===== config.mk =====
export PLATFORM = sky130hd
export DESIGN_NAME = ulb_channel
export DESIGN_NICKNAME = d
export VERILOG_FILES = /design/src/ulb_pkg.sv /design/src/ulb_tick_gen.sv /design/src/ulb_channel.sv
export SDC_FILE = /design/constraint.sdc
export NUM_CORES = 1
export LEC_CHECK = 0
export BUFFER_PORTS_ARGS = -buffer_cell sky130_fd_sc_hd__buf_2
export CAP_MARGIN = 10
export CORE_UTILIZATION = 35
export DETAILED_ROUTE_END_ITERATION = 10
export PLACE_DENSITY = 0.52
export SLEW_MARGIN = 20
export SYNTH_ARGS = -nofsm -noshare
export SYNTH_HDL_FRONTEND = slang
export SYNTH_SLANG_ARGS = --single-unit
export TNS_END_PERCENT = 10

===== constraint.sdc =====
create_clock -name clk_sys -period 7.4 [get_ports clk_sys]
set_input_delay 0.74 -clock clk_sys [delete_from_list [all_inputs] [get_ports clk_sys]]
set_output_delay 0.74 -clock clk_sys [all_outputs]
set_load 0.005 [all_outputs]

===== src/ulb_pkg.sv =====
// constants and types shared by the loopback / multidrop channel
package ulb_pkg;
    // register byte addresses
    localparam logic [11:0] ULB_MODE1_OFS = 12'h140;
    localparam logic [11:0] ULB_STATUS_OFS = 12'h144;
    localparam logic [11:0] ULB_CMD_OFS = 12'h148;
    localparam logic [11:0] ULB_BUF_OFS = 12'h14C;
    localparam logic [11:0] ULB_LOOP_OFS = 12'h160;
    localparam logic [11:0] ULB_VECTOR_OFS = 12'h170;
    // reset values
    localparam logic [7:0] ULB_MODE1_RST = 8'h00;
    localparam logic [7:0] ULB_VECTOR_RST = 8'h0F;
    localparam logic [1:0] ULB_LOOP_RST = 2'h0;
    // first mode register fields
    localparam int ULB_PM_HI = 4;
    localparam int ULB_PM_LO = 3;
    localparam int ULB_PT_BIT = 2;
    localparam logic [1:0] ULB_PM_NONE = 2'h2;
    localparam logic [1:0] ULB_PM_FORCE = 2'h1;
    localparam logic [1:0] ULB_PM_MULTIDROP = 2'h3;
    // command register bits
    localparam int ULB_CMD_RX_EN = 0;
    localparam int ULB_CMD_RX_DIS = 1;
    localparam int ULB_CMD_TX_EN = 2;
    localparam int ULB_CMD_TX_DIS = 3;
    localparam int ULB_CMD_ERR_RST = 4;
    // looping modes
    localparam logic [1:0] ULB_LOOP_NORMAL = 2'h0;
    localparam logic [1:0] ULB_LOOP_ECHO = 2'h1;
    localparam logic [1:0] ULB_LOOP_LOCAL = 2'h2;
    localparam logic [1:0] ULB_LOOP_REMOTE = 2'h3;
    // bit timing: 16 ticks per bit, half point at 8
    localparam logic [15:0] ULB_BAUD_DIV = 16'h000D;
    localparam logic [3:0] ULB_TICKS_LAST = 4'hF;
    localparam logic [3:0] ULB_TICKS_HALF = 4'h7;
    localparam logic [1:0] ULB_FIFO_DEPTH = 2'h3;

    typedef enum logic [4:0] {
        ULB_R_IDLE = 5'h01,
        ULB_R_START = 5'h02,
        ULB_R_DATA = 5'h04,
        ULB_R_TAG = 5'h08,
        ULB_R_STOP = 5'h10
    } ulb_rx_state_type;

    typedef enum logic [4:0] {
        ULB_T_IDLE = 5'h01,
        ULB_T_START = 5'h02,
        ULB_T_DATA = 5'h04,
        ULB_T_TAG = 5'h08,
        ULB_T_STOP = 5'h10
    } ulb_tx_state_type;

    // parity bit for the given data and mode settings
    function automatic logic ulb_par_bit(input logic [7:0] d, input logic [1:0] bc,
                                         input logic [1:0] pm, input logic pt);
        logic [7:0] m;
        m = d & (8'hFF >> (2'h3 - bc));
        if (pm == ULB_PM_FORCE) begin
            ulb_par_bit = pt;
        end else begin
            ulb_par_bit = (^m) ^ pt;
        end
    endfunction
endpackage


===== src/ulb_tick_gen.sv =====
// oversampling tick divider for the serial channel
`timescale 1ns/100ps
module ulb_tick_gen
    import ulb_pkg::*;
(
    input wire logic clk_sys,
    input wire logic rst,
    output logic tick_r
);
    logic [15:0] cnt_r;

    always_ff @(posedge clk_sys) begin
        if (rst) begin
            cnt_r <= 16'h0000;
            tick_r <= 1'b0;
        end else if (cnt_r == ULB_BAUD_DIV) begin
            cnt_r <= 16'h0000;
            tick_r <= 1'b1;
        end else begin
            cnt_r <= cnt_r + 16'h0001;
            tick_r <= 1'b0;
        end
    end
endmodule // ulb_tick_gen


===== src/ulb_channel.sv =====
// serial channel with looping modes, multidrop tagging and byte register bus
`timescale 1ns/100ps
module ulb_channel
    import ulb_pkg::*;
(
    input wire logic clk_sys,
    input wire logic rst,
    input wire logic psel,
    input wire logic penable,
    input wire logic pwrite,
    input wire logic [11:0] paddr,
    input wire logic [31:0] pwdata,
    input wire logic [3:0] pstrb,
    output logic [31:0] prdata,
    output logic pready,
    output logic pslverr,
    input wire logic rxd,
    output logic txd,
    input wire logic iack_req,
    input wire logic autovec_en,
    output logic iack_ack,
    output logic [7:0] iack_vec
);
    ////////////////////////////////////////////////////////////////////////
    logic tick;
    logic rx_m_r, rx_s_r, rx_prev_r;
    logic [7:0] first_mode_reg, vector_number_reg;
    logic [1:0] loop_req_r, act_mode_r, pend_mode_r;
    logic pend_r, rx_en_r, tx_en_r;
    logic [3:0] hold_cnt_r;
    logic echo_hold_r;
    logic [31:0] prdata_r;
    logic txd_r, iack_ack_r;
    logic [7:0] iack_vec_r;

    ulb_tick_gen u_tick (
        .clk_sys(clk_sys),
        .rst(rst),
        .tick_r(tick)
    );

    // pin crosses in on two flops before anyone looks at it
    always_ff @(posedge clk_sys) begin
        if (rst) begin
            rx_m_r <= 1'b1;
            rx_s_r <= 1'b1;
        end else begin
            rx_m_r <= rxd;
            rx_s_r <= rx_m_r;
        end
    end

    wire logic [1:0] pm = first_mode_reg[ULB_PM_HI:ULB_PM_LO];
    wire logic pt = first_mode_reg[ULB_PT_BIT];
    wire logic [1:0] bc = first_mode_reg[1:0];
    wire logic md = (pm == ULB_PM_MULTIDROP);
    wire logic has_tag = (pm != ULB_PM_NONE);
    wire logic m_echo = (act_mode_r == ULB_LOOP_ECHO);
    wire logic m_local = (act_mode_r == ULB_LOOP_LOCAL);
    wire logic m_remote = (act_mode_r == ULB_LOOP_REMOTE);
    wire logic echoing = m_echo || m_remote || echo_hold_r;
    wire logic wr_acc = psel && penable && pwrite && pstrb[0];
    wire logic rd_setup = psel && !penable && !pwrite;

    ////////////////////////////////////////////////////////////////////////
    // receiver
    ulb_rx_state_type rx_st_r;
    logic [3:0] rx_tk_r;
    logic [2:0] rx_bit_r;
    logic [7:0] rx_sh_r;
    logic rx_tag_r, stop_half, push;
    logic tx_ser_r;
    // receiver listens to transmitter in local loopback
    wire logic rx_line = m_local ? tx_ser_r : rx_s_r;
    wire logic stop_bit = rx_line;
    wire logic rx_brk = (rx_sh_r == 8'h00) && !(has_tag && rx_tag_r) && !stop_bit;
    wire logic rx_pe = md ? rx_tag_r : (pm != ULB_PM_NONE) &&
        (rx_tag_r != ulb_par_bit(rx_sh_r, bc, pm, pt));
    assign stop_half = tick && (rx_st_r == ULB_R_STOP) && (rx_tk_r == ULB_TICKS_LAST);

    always_ff @(posedge clk_sys) begin
        if (rst) begin
            rx_st_r <= ULB_R_IDLE;
            rx_tk_r <= 4'h0;
            rx_bit_r <= 3'h0;
            rx_sh_r <= 8'h00;
            rx_tag_r <= 1'b0;
            rx_prev_r <= 1'b1;
        end else if (tick) begin
            rx_prev_r <= rx_line;
            rx_tk_r <= rx_tk_r + 4'h1;
            case (rx_st_r)
                ULB_R_IDLE: begin
                    rx_tk_r <= 4'h0;
                    if (rx_prev_r && !rx_line) begin
                        rx_st_r <= ULB_R_START;
                        rx_sh_r <= 8'h00;
                        rx_bit_r <= 3'h0;
                    end
                end
                ULB_R_START: begin
                    if (rx_tk_r == ULB_TICKS_HALF) begin
                        rx_tk_r <= 4'h0;
                        rx_st_r <= rx_line ? ULB_R_IDLE : ULB_R_DATA;
                    end
                end
                ULB_R_DATA: begin
                    if (rx_tk_r == ULB_TICKS_LAST) begin
                        rx_sh_r[rx_bit_r] <= rx_line;
                        rx_bit_r <= rx_bit_r + 3'h1;
                        if (rx_bit_r == {1'b1, bc}) begin
                            rx_st_r <= has_tag ? ULB_R_TAG : ULB_R_STOP;
                        end
                    end
                end
                ULB_R_TAG: begin
                    if (rx_tk_r == ULB_TICKS_LAST) begin
                        rx_tag_r <= rx_line;
                        rx_st_r <= ULB_R_STOP;
                    end
                end
                ULB_R_STOP: begin
                    if (rx_tk_r == ULB_TICKS_LAST) begin
                        rx_st_r <= ULB_R_IDLE;
                    end
                end
                default: rx_st_r <= ULB_R_IDLE;
            endcase
        end
    end

    // disabled multidrop receiver keeps address characters only
    // enabled multidrop receiver keeps every character outside remote loopback
    assign push = stop_half && !m_remote && (rx_en_r || (md && rx_tag_r));

    ////////////////////////////////////////////////////////////////////////
    // receive holding stack, three entries of {break, framing, parity/tag, data}
    logic [10:0] fifo_r [0:2];
    logic [1:0] f_cnt_r;
    logic oe_r;
    wire logic pop = psel && penable && !pwrite && (paddr == ULB_BUF_OFS) && (f_cnt_r != 2'h0);
    wire logic f_full = (f_cnt_r == ULB_FIFO_DEPTH);
    wire logic do_push = push && !f_full;

    always_ff @(posedge clk_sys) begin
        if (rst) begin
            f_cnt_r <= 2'h0;
            for (int i = 0; i < 3; i++) begin
                fifo_r[i] <= 11'h000;
            end
        end else begin
            if (pop) begin
                fifo_r[0] <= fifo_r[1];
                fifo_r[1] <= fifo_r[2];
            end
            // tag stored in the parity-error slot
            if (do_push) begin
                fifo_r[pop ? f_cnt_r - 2'h1 : f_cnt_r] <= {rx_brk, !stop_bit, rx_pe, rx_sh_r};
            end
            f_cnt_r <= f_cnt_r + {1'b0, do_push} - {1'b0, pop};
        end
    end

    // overrun: a new character set against the clear still wins
    always_ff @(posedge clk_sys) begin
        if (rst) begin
            oe_r <= 1'b0;
        end else if (push && f_full) begin
            oe_r <= 1'b1;
        end else if (wr_acc && paddr == ULB_CMD_OFS && pwdata[ULB_CMD_ERR_RST]) begin
            oe_r <= 1'b0;
        end
    end

    ////////////////////////////////////////////////////////////////////////
    // transmitter from the CPU
    ulb_tx_state_type tx_st_r;
    logic [3:0] tx_tk_r;
    logic [2:0] tx_bit_r;
    logic [7:0] thr_r, tsh_r;
    logic thr_full_r;
    // CPU transmit path off in echo modes
    wire logic tx_run = tx_en_r && !m_echo && !m_remote;
    wire logic tx_load = wr_acc && (paddr == ULB_BUF_OFS) && tx_run && !thr_full_r;
    wire logic tx_take = tick && (tx_st_r == ULB_T_IDLE) && thr_full_r && tx_run;
    wire logic tx_rdy_flag = tx_run && !thr_full_r;
    wire logic tx_emp_flag = tx_rdy_flag && (tx_st_r == ULB_T_IDLE);

    always_ff @(posedge clk_sys) begin
        if (rst) begin
            thr_r <= 8'h00;
            thr_full_r <= 1'b0;
        end else if (tx_load) begin
            thr_r <= pwdata[7:0];
            thr_full_r <= 1'b1;
        end else if (tx_take) begin
            thr_full_r <= 1'b0;
        end
    end

    always_ff @(posedge clk_sys) begin
        if (rst) begin
            tx_st_r <= ULB_T_IDLE;
            tx_tk_r <= 4'h0;
            tx_bit_r <= 3'h0;
            tsh_r <= 8'h00;
            tx_ser_r <= 1'b1;
        end else if (tick) begin
            tx_tk_r <= tx_tk_r + 4'h1;
            case (tx_st_r)
                ULB_T_IDLE: begin
                    tx_tk_r <= 4'h0;
                    tx_ser_r <= 1'b1;
                    if (tx_take) begin
                        tsh_r <= thr_r;
                        tx_bit_r <= 3'h0;
                        tx_ser_r <= 1'b0;
                        tx_st_r <= ULB_T_START;
                    end
                end
                ULB_T_START, ULB_T_DATA: begin
                    if (tx_tk_r == ULB_TICKS_LAST) begin
                        tx_st_r <= ULB_T_DATA;
                        tx_ser_r <= tsh_r[tx_bit_r];
                        tx_bit_r <= tx_bit_r + 3'h1;
                        if (tx_st_r == ULB_T_DATA && tx_bit_r == {1'b1, bc} + 3'h1) begin
                            // tag bit follows the data bits
                            // parity-type bit gives the tag value
                            tx_ser_r <= md ? pt : ulb_par_bit(tsh_r, bc, pm, pt);
                            tx_st_r <= has_tag ? ULB_T_TAG : ULB_T_STOP;
                            if (!has_tag) begin
                                tx_ser_r <= 1'b1;
                            end
                        end
                    end
                end
                ULB_T_TAG: begin
                    if (tx_tk_r == ULB_TICKS_LAST) begin
                        tx_ser_r <= 1'b1;
                        tx_st_r <= ULB_T_STOP;
                    end
                end
                ULB_T_STOP: begin
                    if (tx_tk_r == ULB_TICKS_LAST) begin
                        tx_st_r <= ULB_T_IDLE;
                    end
                end
                default: tx_st_r <= ULB_T_IDLE;
            endcase
        end
    end

    ////////////////////////////////////////////////////////////////////////
    // looping mode selection
    always_ff @(posedge clk_sys) begin
        if (rst) begin
            act_mode_r <= ULB_LOOP_RST;
            pend_mode_r <= ULB_LOOP_RST;
            pend_r <= 1'b0;
        end else if (wr_acc && paddr == ULB_LOOP_OFS) begin
            // echo modes defer their exit to the stop half point
            if ((m_echo || m_remote) && pwdata[1:0] != act_mode_r) begin
                pend_mode_r <= pwdata[1:0];
                pend_r <= 1'b1;
            end else begin
                act_mode_r <= pwdata[1:0];
                pend_r <= 1'b0;
            end
        end else if (pend_r && stop_half) begin
            act_mode_r <= pend_mode_r;
            pend_r <= 1'b0;
        end
    end

    // leaving echo mode (not remote), keep echoing through the second half of the stop bit
    always_ff @(posedge clk_sys) begin
        if (rst) begin
            echo_hold_r <= 1'b0;
            hold_cnt_r <= 4'h0;
        end else if (pend_r && stop_half && m_echo) begin
            echo_hold_r <= 1'b1;
            hold_cnt_r <= ULB_TICKS_HALF;
        end else if (echo_hold_r && tick) begin
            hold_cnt_r <= hold_cnt_r - 4'h1;
            echo_hold_r <= (hold_cnt_r != 4'h0);
        end
    end

    // bits go out untouched, parity and stop as received
    // a break passes straight through the echo path
    // local loopback holds the pin at mark, except while echo_hold_r is set
    always_ff @(posedge clk_sys) begin
        if (rst) begin
            txd_r <= 1'b1;
        end else begin
            txd_r <= echoing ? rx_s_r : (m_local ? 1'b1 : tx_ser_r);
        end
    end

    ////////////////////////////////////////////////////////////////////////
    // register bus: byte lane 0 only, no wait states, never an error
    always_ff @(posedge clk_sys) begin
        if (rst) begin
            first_mode_reg <= ULB_MODE1_RST;
            vector_number_reg <= ULB_VECTOR_RST;
            loop_req_r <= ULB_LOOP_RST;
            rx_en_r <= 1'b0;
            tx_en_r <= 1'b0;
        end else if (wr_acc) begin
            case (paddr)
                ULB_MODE1_OFS: first_mode_reg <= pwdata[7:0];
                ULB_VECTOR_OFS: vector_number_reg <= pwdata[7:0];
                ULB_LOOP_OFS: loop_req_r <= pwdata[1:0];
                ULB_CMD_OFS: begin
                    if (pwdata[ULB_CMD_RX_EN]) rx_en_r <= 1'b1;
                    if (pwdata[ULB_CMD_RX_DIS]) rx_en_r <= 1'b0;
                    if (pwdata[ULB_CMD_TX_EN]) tx_en_r <= 1'b1;
                    if (pwdata[ULB_CMD_TX_DIS]) tx_en_r <= 1'b0;
                end
                default: ;
            endcase
        end
    end

    // status: break, framing, parity/tag, overrun, tx empty, tx ready, full, ready
    wire logic [7:0] status_v = m_remote ? 8'h00 : {fifo_r[0][10:8] & {3{f_cnt_r != 2'h0}},
        oe_r, tx_emp_flag, tx_rdy_flag, f_full, f_cnt_r != 2'h0};

    // low lane only, reserved addresses read zero
    always_ff @(posedge clk_sys) begin
        if (rst) begin
            prdata_r <= 32'h0000_0000;
        end else if (rd_setup) begin
            case (paddr)
                ULB_MODE1_OFS: prdata_r <= {24'h000000, first_mode_reg};
                ULB_STATUS_OFS: prdata_r <= {24'h000000, status_v};
                ULB_BUF_OFS: prdata_r <= {24'h000000, m_remote ? 8'h00 : fifo_r[0][7:0]};
                ULB_LOOP_OFS: prdata_r <= {30'h00000000, loop_req_r};
                ULB_VECTOR_OFS: prdata_r <= {24'h000000, vector_number_reg};
                default: prdata_r <= 32'h0000_0000;
            endcase
        end
    end

    // answer the acknowledge only when requesting and not autovectored
    always_ff @(posedge clk_sys) begin
        if (rst) begin
            iack_ack_r <= 1'b0;
            iack_vec_r <= 8'h00;
        end else begin
            iack_ack_r <= iack_req && !autovec_en && (f_cnt_r != 2'h0);
            iack_vec_r <= (iack_req && !autovec_en) ? vector_number_reg : 8'h00;
        end
    end

    assign prdata = prdata_r;
    always_ff @(posedge clk_sys) begin
        pready <= !rst;
        pslverr <= 1'b0;
    end
    assign txd = txd_r;
    assign iack_ack = iack_ack_r;
    assign iack_vec = iack_vec_r;
endmodule // ulb_channel


== Word-level counts from Yosys, hierarchy flattened ==
Memory sizes are Yosys's and may differ from the RTL's.
Index checks and enable logic that the tools add are counted.
Storage, ports and cells
  logic and storage cells: 269
  input port bits: 56
  flip-flop bits (word level): 147
  memories: 1
  output and inout port bits: 44
  memory bits (writable): 33
Memories
  fifo_r: words 3, bits a word 11, read ports 3, clocked after Yosys merged registers in 0, write ports 3, RTL line ulb_channel.sv:138  | logic [10:0] fifo_r [0:2];
Operators by class
  shift-type cells: 1
  $lt $le $gt $ge: 3
  add/subtract/negate cells: 11
  bitwise logic cells: 8
  eq/ne operators: 42
  muxes and demuxes: 81
  reduce and logical (&&, ||, !) cells: 87
Operator list (number)
  equality test 12 x 9 -> 1 bit (second input constant): 6
  2-to-1 mux 5 bit: 12
  logical AND 1 bit: 41
  case mux 8 bit (5 select lines): 1
  2-to-1 mux 1 bit: 37
  2-to-1 mux 11 bit: 3
  2-to-1 mux 8 bit: 4
  case mux 5 bit (5 select lines): 1
  != test 2 bit (second input constant): 11
  2-to-1 mux 3 bit: 7
  case mux 5 bit (4 select lines): 1
  nonzero test 2 bit: 9
  adder 16 x 1 -> 16 bit (second input constant): 1
  AND 8 bit: 2
  equality test 16 x 4 -> 1 bit (second input constant): 1
  case mux 8 bit (2 select lines): 1
  XOR reduction 8 bit: 2
  case mux 3 bit (2 select lines): 2
  AND reduction 3 bit: 4
  AND reduction 4 bit: 3
  OR reduction 11 bit: 1
  equality test 5 x 1 -> 1 bit (second input constant): 2
  equality test 5 x 2 -> 1 bit (second input constant): 2
  equality test 5 x 3 -> 1 bit (second input constant): 2
  other kinds (40): 77

== Depth between registers and ports, before layout ==
  depth after elaboration: 11
  mapped depth: 12
  mapped depth without buffers: 11

== Modules after synthesis ==
A second synthesis with hierarchy kept.
Unflattened totals
  cells, all modules: 861
  area, all modules: 7902.6 µm²
By module, submodules not included
  ulb_channel: seq. area each 3113.0 µm², times used 1, area each 7108.1 µm², cells each 773
  ulb_tick_gen: seq. area each 340.3 µm², times used 1, area each 794.5 µm², cells each 88

== Worst setup path after synthesis ==
Ideal clock, no wire load.
  kind: input port to flip-flop
  start: in paddr[9]
  end: mem fifo_r[0][0], enable pin
  setup time: 292 ps
  path slack: 4775 ps
  cell stages on the path: 7
  data required time: 7108 ps
  arrival time: 2333 ps
  path buffers: 1
  cell sequence: nor4b_4 > nand4_4 > nor3_4 > buf_6 > or3_2 > a21oi_2 > or3_2
RTL lines
  start, declared: RTL line ulb_channel.sv:11  | input wire logic [11:0] paddr,
  end, declared: RTL line ulb_channel.sv:138

==> results by stage <==
Global route:
- In the global route stage, overall resource usage came out at 15.67%.
- The via count of the first global-routing pass is 5266.
- Entering global routing, the biggest net connects 59 pins.
- The initial antenna violation count was 1.
- The total congestion overflow is 0.
- The first global-routing pass estimated 27470 um of wire.

Detailed routing:
- The post-detailed-routing wire length is 16650 um.
- For this run, the detailed router's first-pass iteration total came to 6.
- The antenna violation net count after detailed routing is 0.
- The detailed router finished its first iteration with 304 violations.
- For this run, design rule violations remaining after detail routing come to 0.
- The via count normalized by instance count is 4.975.
- The mean routed wirelength per cell is 14.73 um.
- The detailed router placed 5622 vias in this run.

Worst setup path:
- The top fanout value on the critical path is 28.
- The worst flop-to-flop path startpoint is u_tick.tick_r.
- The kind of critical path is register to register.
- Across all register-to-register paths, the minimum setup slack is 4310 ps.
- The number of cells on the worst reg-to-reg path is 7.
- The capture instance of the worst register-to-register path is fifo_r[1][4].
- For the worst setup path, the data arrival time is 3200 ps.
- The element type at the critical path start is a register.
- STA puts the critical path data required time at 7520 ps.
- The kind of end point of the critical path is a register.

Synth:
- After Yosys synthesis, full adders, half adders and majority gates account for 2.585% of the synthesized area.
- Yosys printed 0 warnings.
- Counting flops with an async set or reset pin after synthesis yields a share of 0%.
- Measured against the total synthesized area, the mux share comes to 9.984%.
- The number of enable flip-flop cells after synthesis is 33.
- The commonest cells after synthesis are 123 x dfxtp_1, 89 x nor2_1, 66 x mux2i_1, 60 x nand2_1, 37 x a21oi_1.
- The post-synthesis compound-gate area fraction is 10.21%.
- The cell count after synthesis is 799.
- In this run the cell area of the synthesized design comes to 0.007745 mm^2.
- dfxtp_1 takes more of the synthesized area than any other cell.
- The synthesized netlist devotes 4.766% of its cell area to XOR and XNOR gates.
- The flop and latch count out of synthesis is 156.
- After synthesis, the largest family of logic cells by area is simple AND/OR/NAND/NOR gates.
- After synthesis, the cell types taking the most area are dfxtp_1 32%, edfxtp_1 13%, mux2i_1 8.5%.
- The simple-gate share of the synthesized area is 22.16%.
- dfxtp_1 is the most common cell in the netlist.
- The number of distinct library cells after synthesis is 72.
- The synthesized design devotes to its leading area cell type 31.79% of total area.
- For this run, the register share of the synthesized area comes to 44.59%.
- The mean post-synth cell area is 9.693 um^2.
- Among all flip-flop cells after synthesis, the most frequent one is dfxtp_1.

Clock tree:
- The latest clock arrival within the worst-skew pair is 440 ps.
- CTS built an H-tree with a depth of 4.
- Buffers added to address setup during post-CTS repair amount to 0.
- The number of buffers on the longest clock path is 2.
- For this design, the CTS-stage hold fixing added 0 buffers.
- The total clock buffers created by CTS is 17.
- The number of sinks handled by clock tree synthesis is 156.
- The post-cts repair resize count is 0.
- The buffer cell driving the clock tree root is clkbuf_16.
- The clock tree from TritonCTS is yes.
- The clock slew seen by the registers of the worst setup and hold paths is 70 ps.

STA:
- The maximum achievable frequency is 324.1 MHz.
- The number of endpoints failing setup at the final stage is 0.
- The final sum of negative setup slack is 0 ps.
- The total count of max-transition violations in the final report is 0.
- The pin slew with the least headroom to its limit is 797.8 ps.
- The final critical-path required period is 3085 ps.
- The setup slack after layout is 4315 ps.
- Setup repair after global routing left no endpoint under its margin.
- The final worst-path cycle share is 41.69%.
- The relative max-transition margin is 46.70%.
- The number of hold-slack violations in the final timing report is 0.
- Between clock sinks in the finished design, the worst skew comes to 18.14 ps.

Layout:
- The area overhead of the layout relative to synthesis is 12.88%.
- The register with the most flip-flops in the layout has 33 of them.
- The final layout contains 909 nets.
- Cells with a size suffix above 1 make up 14.12% of the layout.
- The largest registers in the layout are fifo_r: 33 flops, u_tick.cnt_r: 16 flops.
- The largest register by flop count is fifo_r.
- The number of fillers in the final layout is 2186.
- The post-route core utilization is 40.18%.
- The count of inserted antenna diode cells is 0.

Placement:
- The placed wire-length estimate is 11740 um.
- The placer congestion estimate is 0.7447.
- Before CTS, the worst setup slack after placement is 3990 ps.
- Input and output buffers added on the ports amount to 47.

Hold path:
- The tightest min-delay check is of the register to register type.
- The startpoint identified for the worst hold timing path is rx_m_r.
- The worst hold path terminates at rx_s_r.
- Counting instances, the worst hold path has a depth of 1.

Die:
- The floorplan step defined a core boundary enclosing 0.02176 mm^2.
- The number of placement rows is 54.
- In this run the horizontal extent of the chip is 150.8 um.
- The starting utilization of the core area is 35.60%.
- The die covers 0.02273 mm^2.
- Measured along the y axis, the die boundary spans 150.8 um.
- The I/O pin count is 100.

Flow run:
- The total of max-cap violations is 0.

Power and ir drop:
- The worst voltage drop across the vdd grid is 0.1481 mV.
- The standby leakage power is 3.364 nW.
- The power density over the cells is 210.1 mW/mm^2.

Status:
- The run finished with clean final reports.
-- cell families (layout without fill, tap and decap cells) --
kind of cell | after synthesis | in the layout
other cells | 1 | 25
fa+ha+maj | 16 | 16
simple gates | 316 | 316
mux | 73 | 73
compound gates | 117 | 117
buf+inv | 81 | 108
flops | 156 | 156
xor+xnor | 39 | 39
-- routing by layer --
| metal | part of all wire (%) | vias up | GRT usage [%] |
|---|---|---|---|
| met3 | 4.3 | 22 | 3.212 |
| met5 | 0 | - | 0 |
| met2 | 43 | 115 | 24.24 |
| met1 | 50 | 2599 | 21.06 |
| li1 | - | 2886 | - |
| met4 | 2.3 | 0 | 6.700 |
-- final cells by class --
| type | instances | area (um^2) | area share (%) |
|---|---|---|---|
| Tap cell | 280 | 350.3 | 4.007 |
| Timing Repair Buffer | 53 | 280.3 | 3.206 |
| Clock inverter | 15 | 190.2 | 2.175 |
| Clock buffer | 17 | 425.4 | 4.866 |
| Sequential cell | 156 | 3453 | 39.50 |
| Inverter | 23 | 86.33 | 0.9875 |
| Multi-Input combinational cell | 586 | 3956 | 45.26 |
-- worst max-delay path: stages (launching register included) --
cell and delay [ps]:
dfxtp_1 310, buf_4 270, and4_1 430, nand3_1 150, nor3b_1 380, nand2_1 210, a21oi_2 620, or3_2 390
-- worst max-delay path by stage --
stage / start / depth (start not counted) / to / slack (ps)
global route: u_tick.tick_r / 7 / fifo_r[1][10] / 4000
finish: u_tick.tick_r / 7 / fifo_r[1][4] / 4310
detailed placement: paddr[9] / 7 / fifo_r[0][6] / 3990
CTS: u_tick.tick_r / 7 / fifo_r[0][6] / 4230
global placement: paddr[9] / 7 / fifo_r[1][6] / 4000
floorplan: paddr[9] / 7 / fifo_r[0][0] / 4780
-- through the flow --
stage	hold WS, ps	power [W]	area [um^2]	cells
after floorplan	389.5	0.0009410	7835	823
after global placement	404.9	0.0009542	8127	1098
after detailed placement	394.9	0.0009543	8127	1098
after global routing	425.1	0.001901	8742	1130
final	411.4	0.001837	8742	1130
after CTS	411.3	0.001857	8742	1130
-- cells in the final DEF (no fill, tap or decap), types with 5 or more instances in the layout --
cell and n:
nor3_1 14, nand2_1 60, nor4_1 8, clkbuf_16 17, a22o_1 8, o21ai_0 15
mux2i_1 66, xnor2_1 18, buf_4 6, nor2_1 89, or3_1 6, ha_1 16
dfxtp_1 123, or4_1 5, xor2_1 19, inv_1 23, nand3_1 28, nand4_1 7
and2_1 18, buf_2 47, inv_8 6, nand2b_1 13, o211ai_1 8, a211oi_1 7
a21oi_1 37, a22oi_1 5, edfxtp_1 33, nand3b_1 6, conb_1 25, or3_2 5
and3_1 13, nor2b_1 9
-- power breakdown --
| part | switching (W) | internal [W] | total [W] |
|---|---|---|---|
| Combinational | 0.0000359 | 0.0000159 | 0.0000518 |
| Clock | 0.000413 | 0.000489 | 0.000903 |
| Sequential | 0.00000508 | 0.000877 | 0.000882 |
No activity file was read; power rests on OpenSTA's default activity.
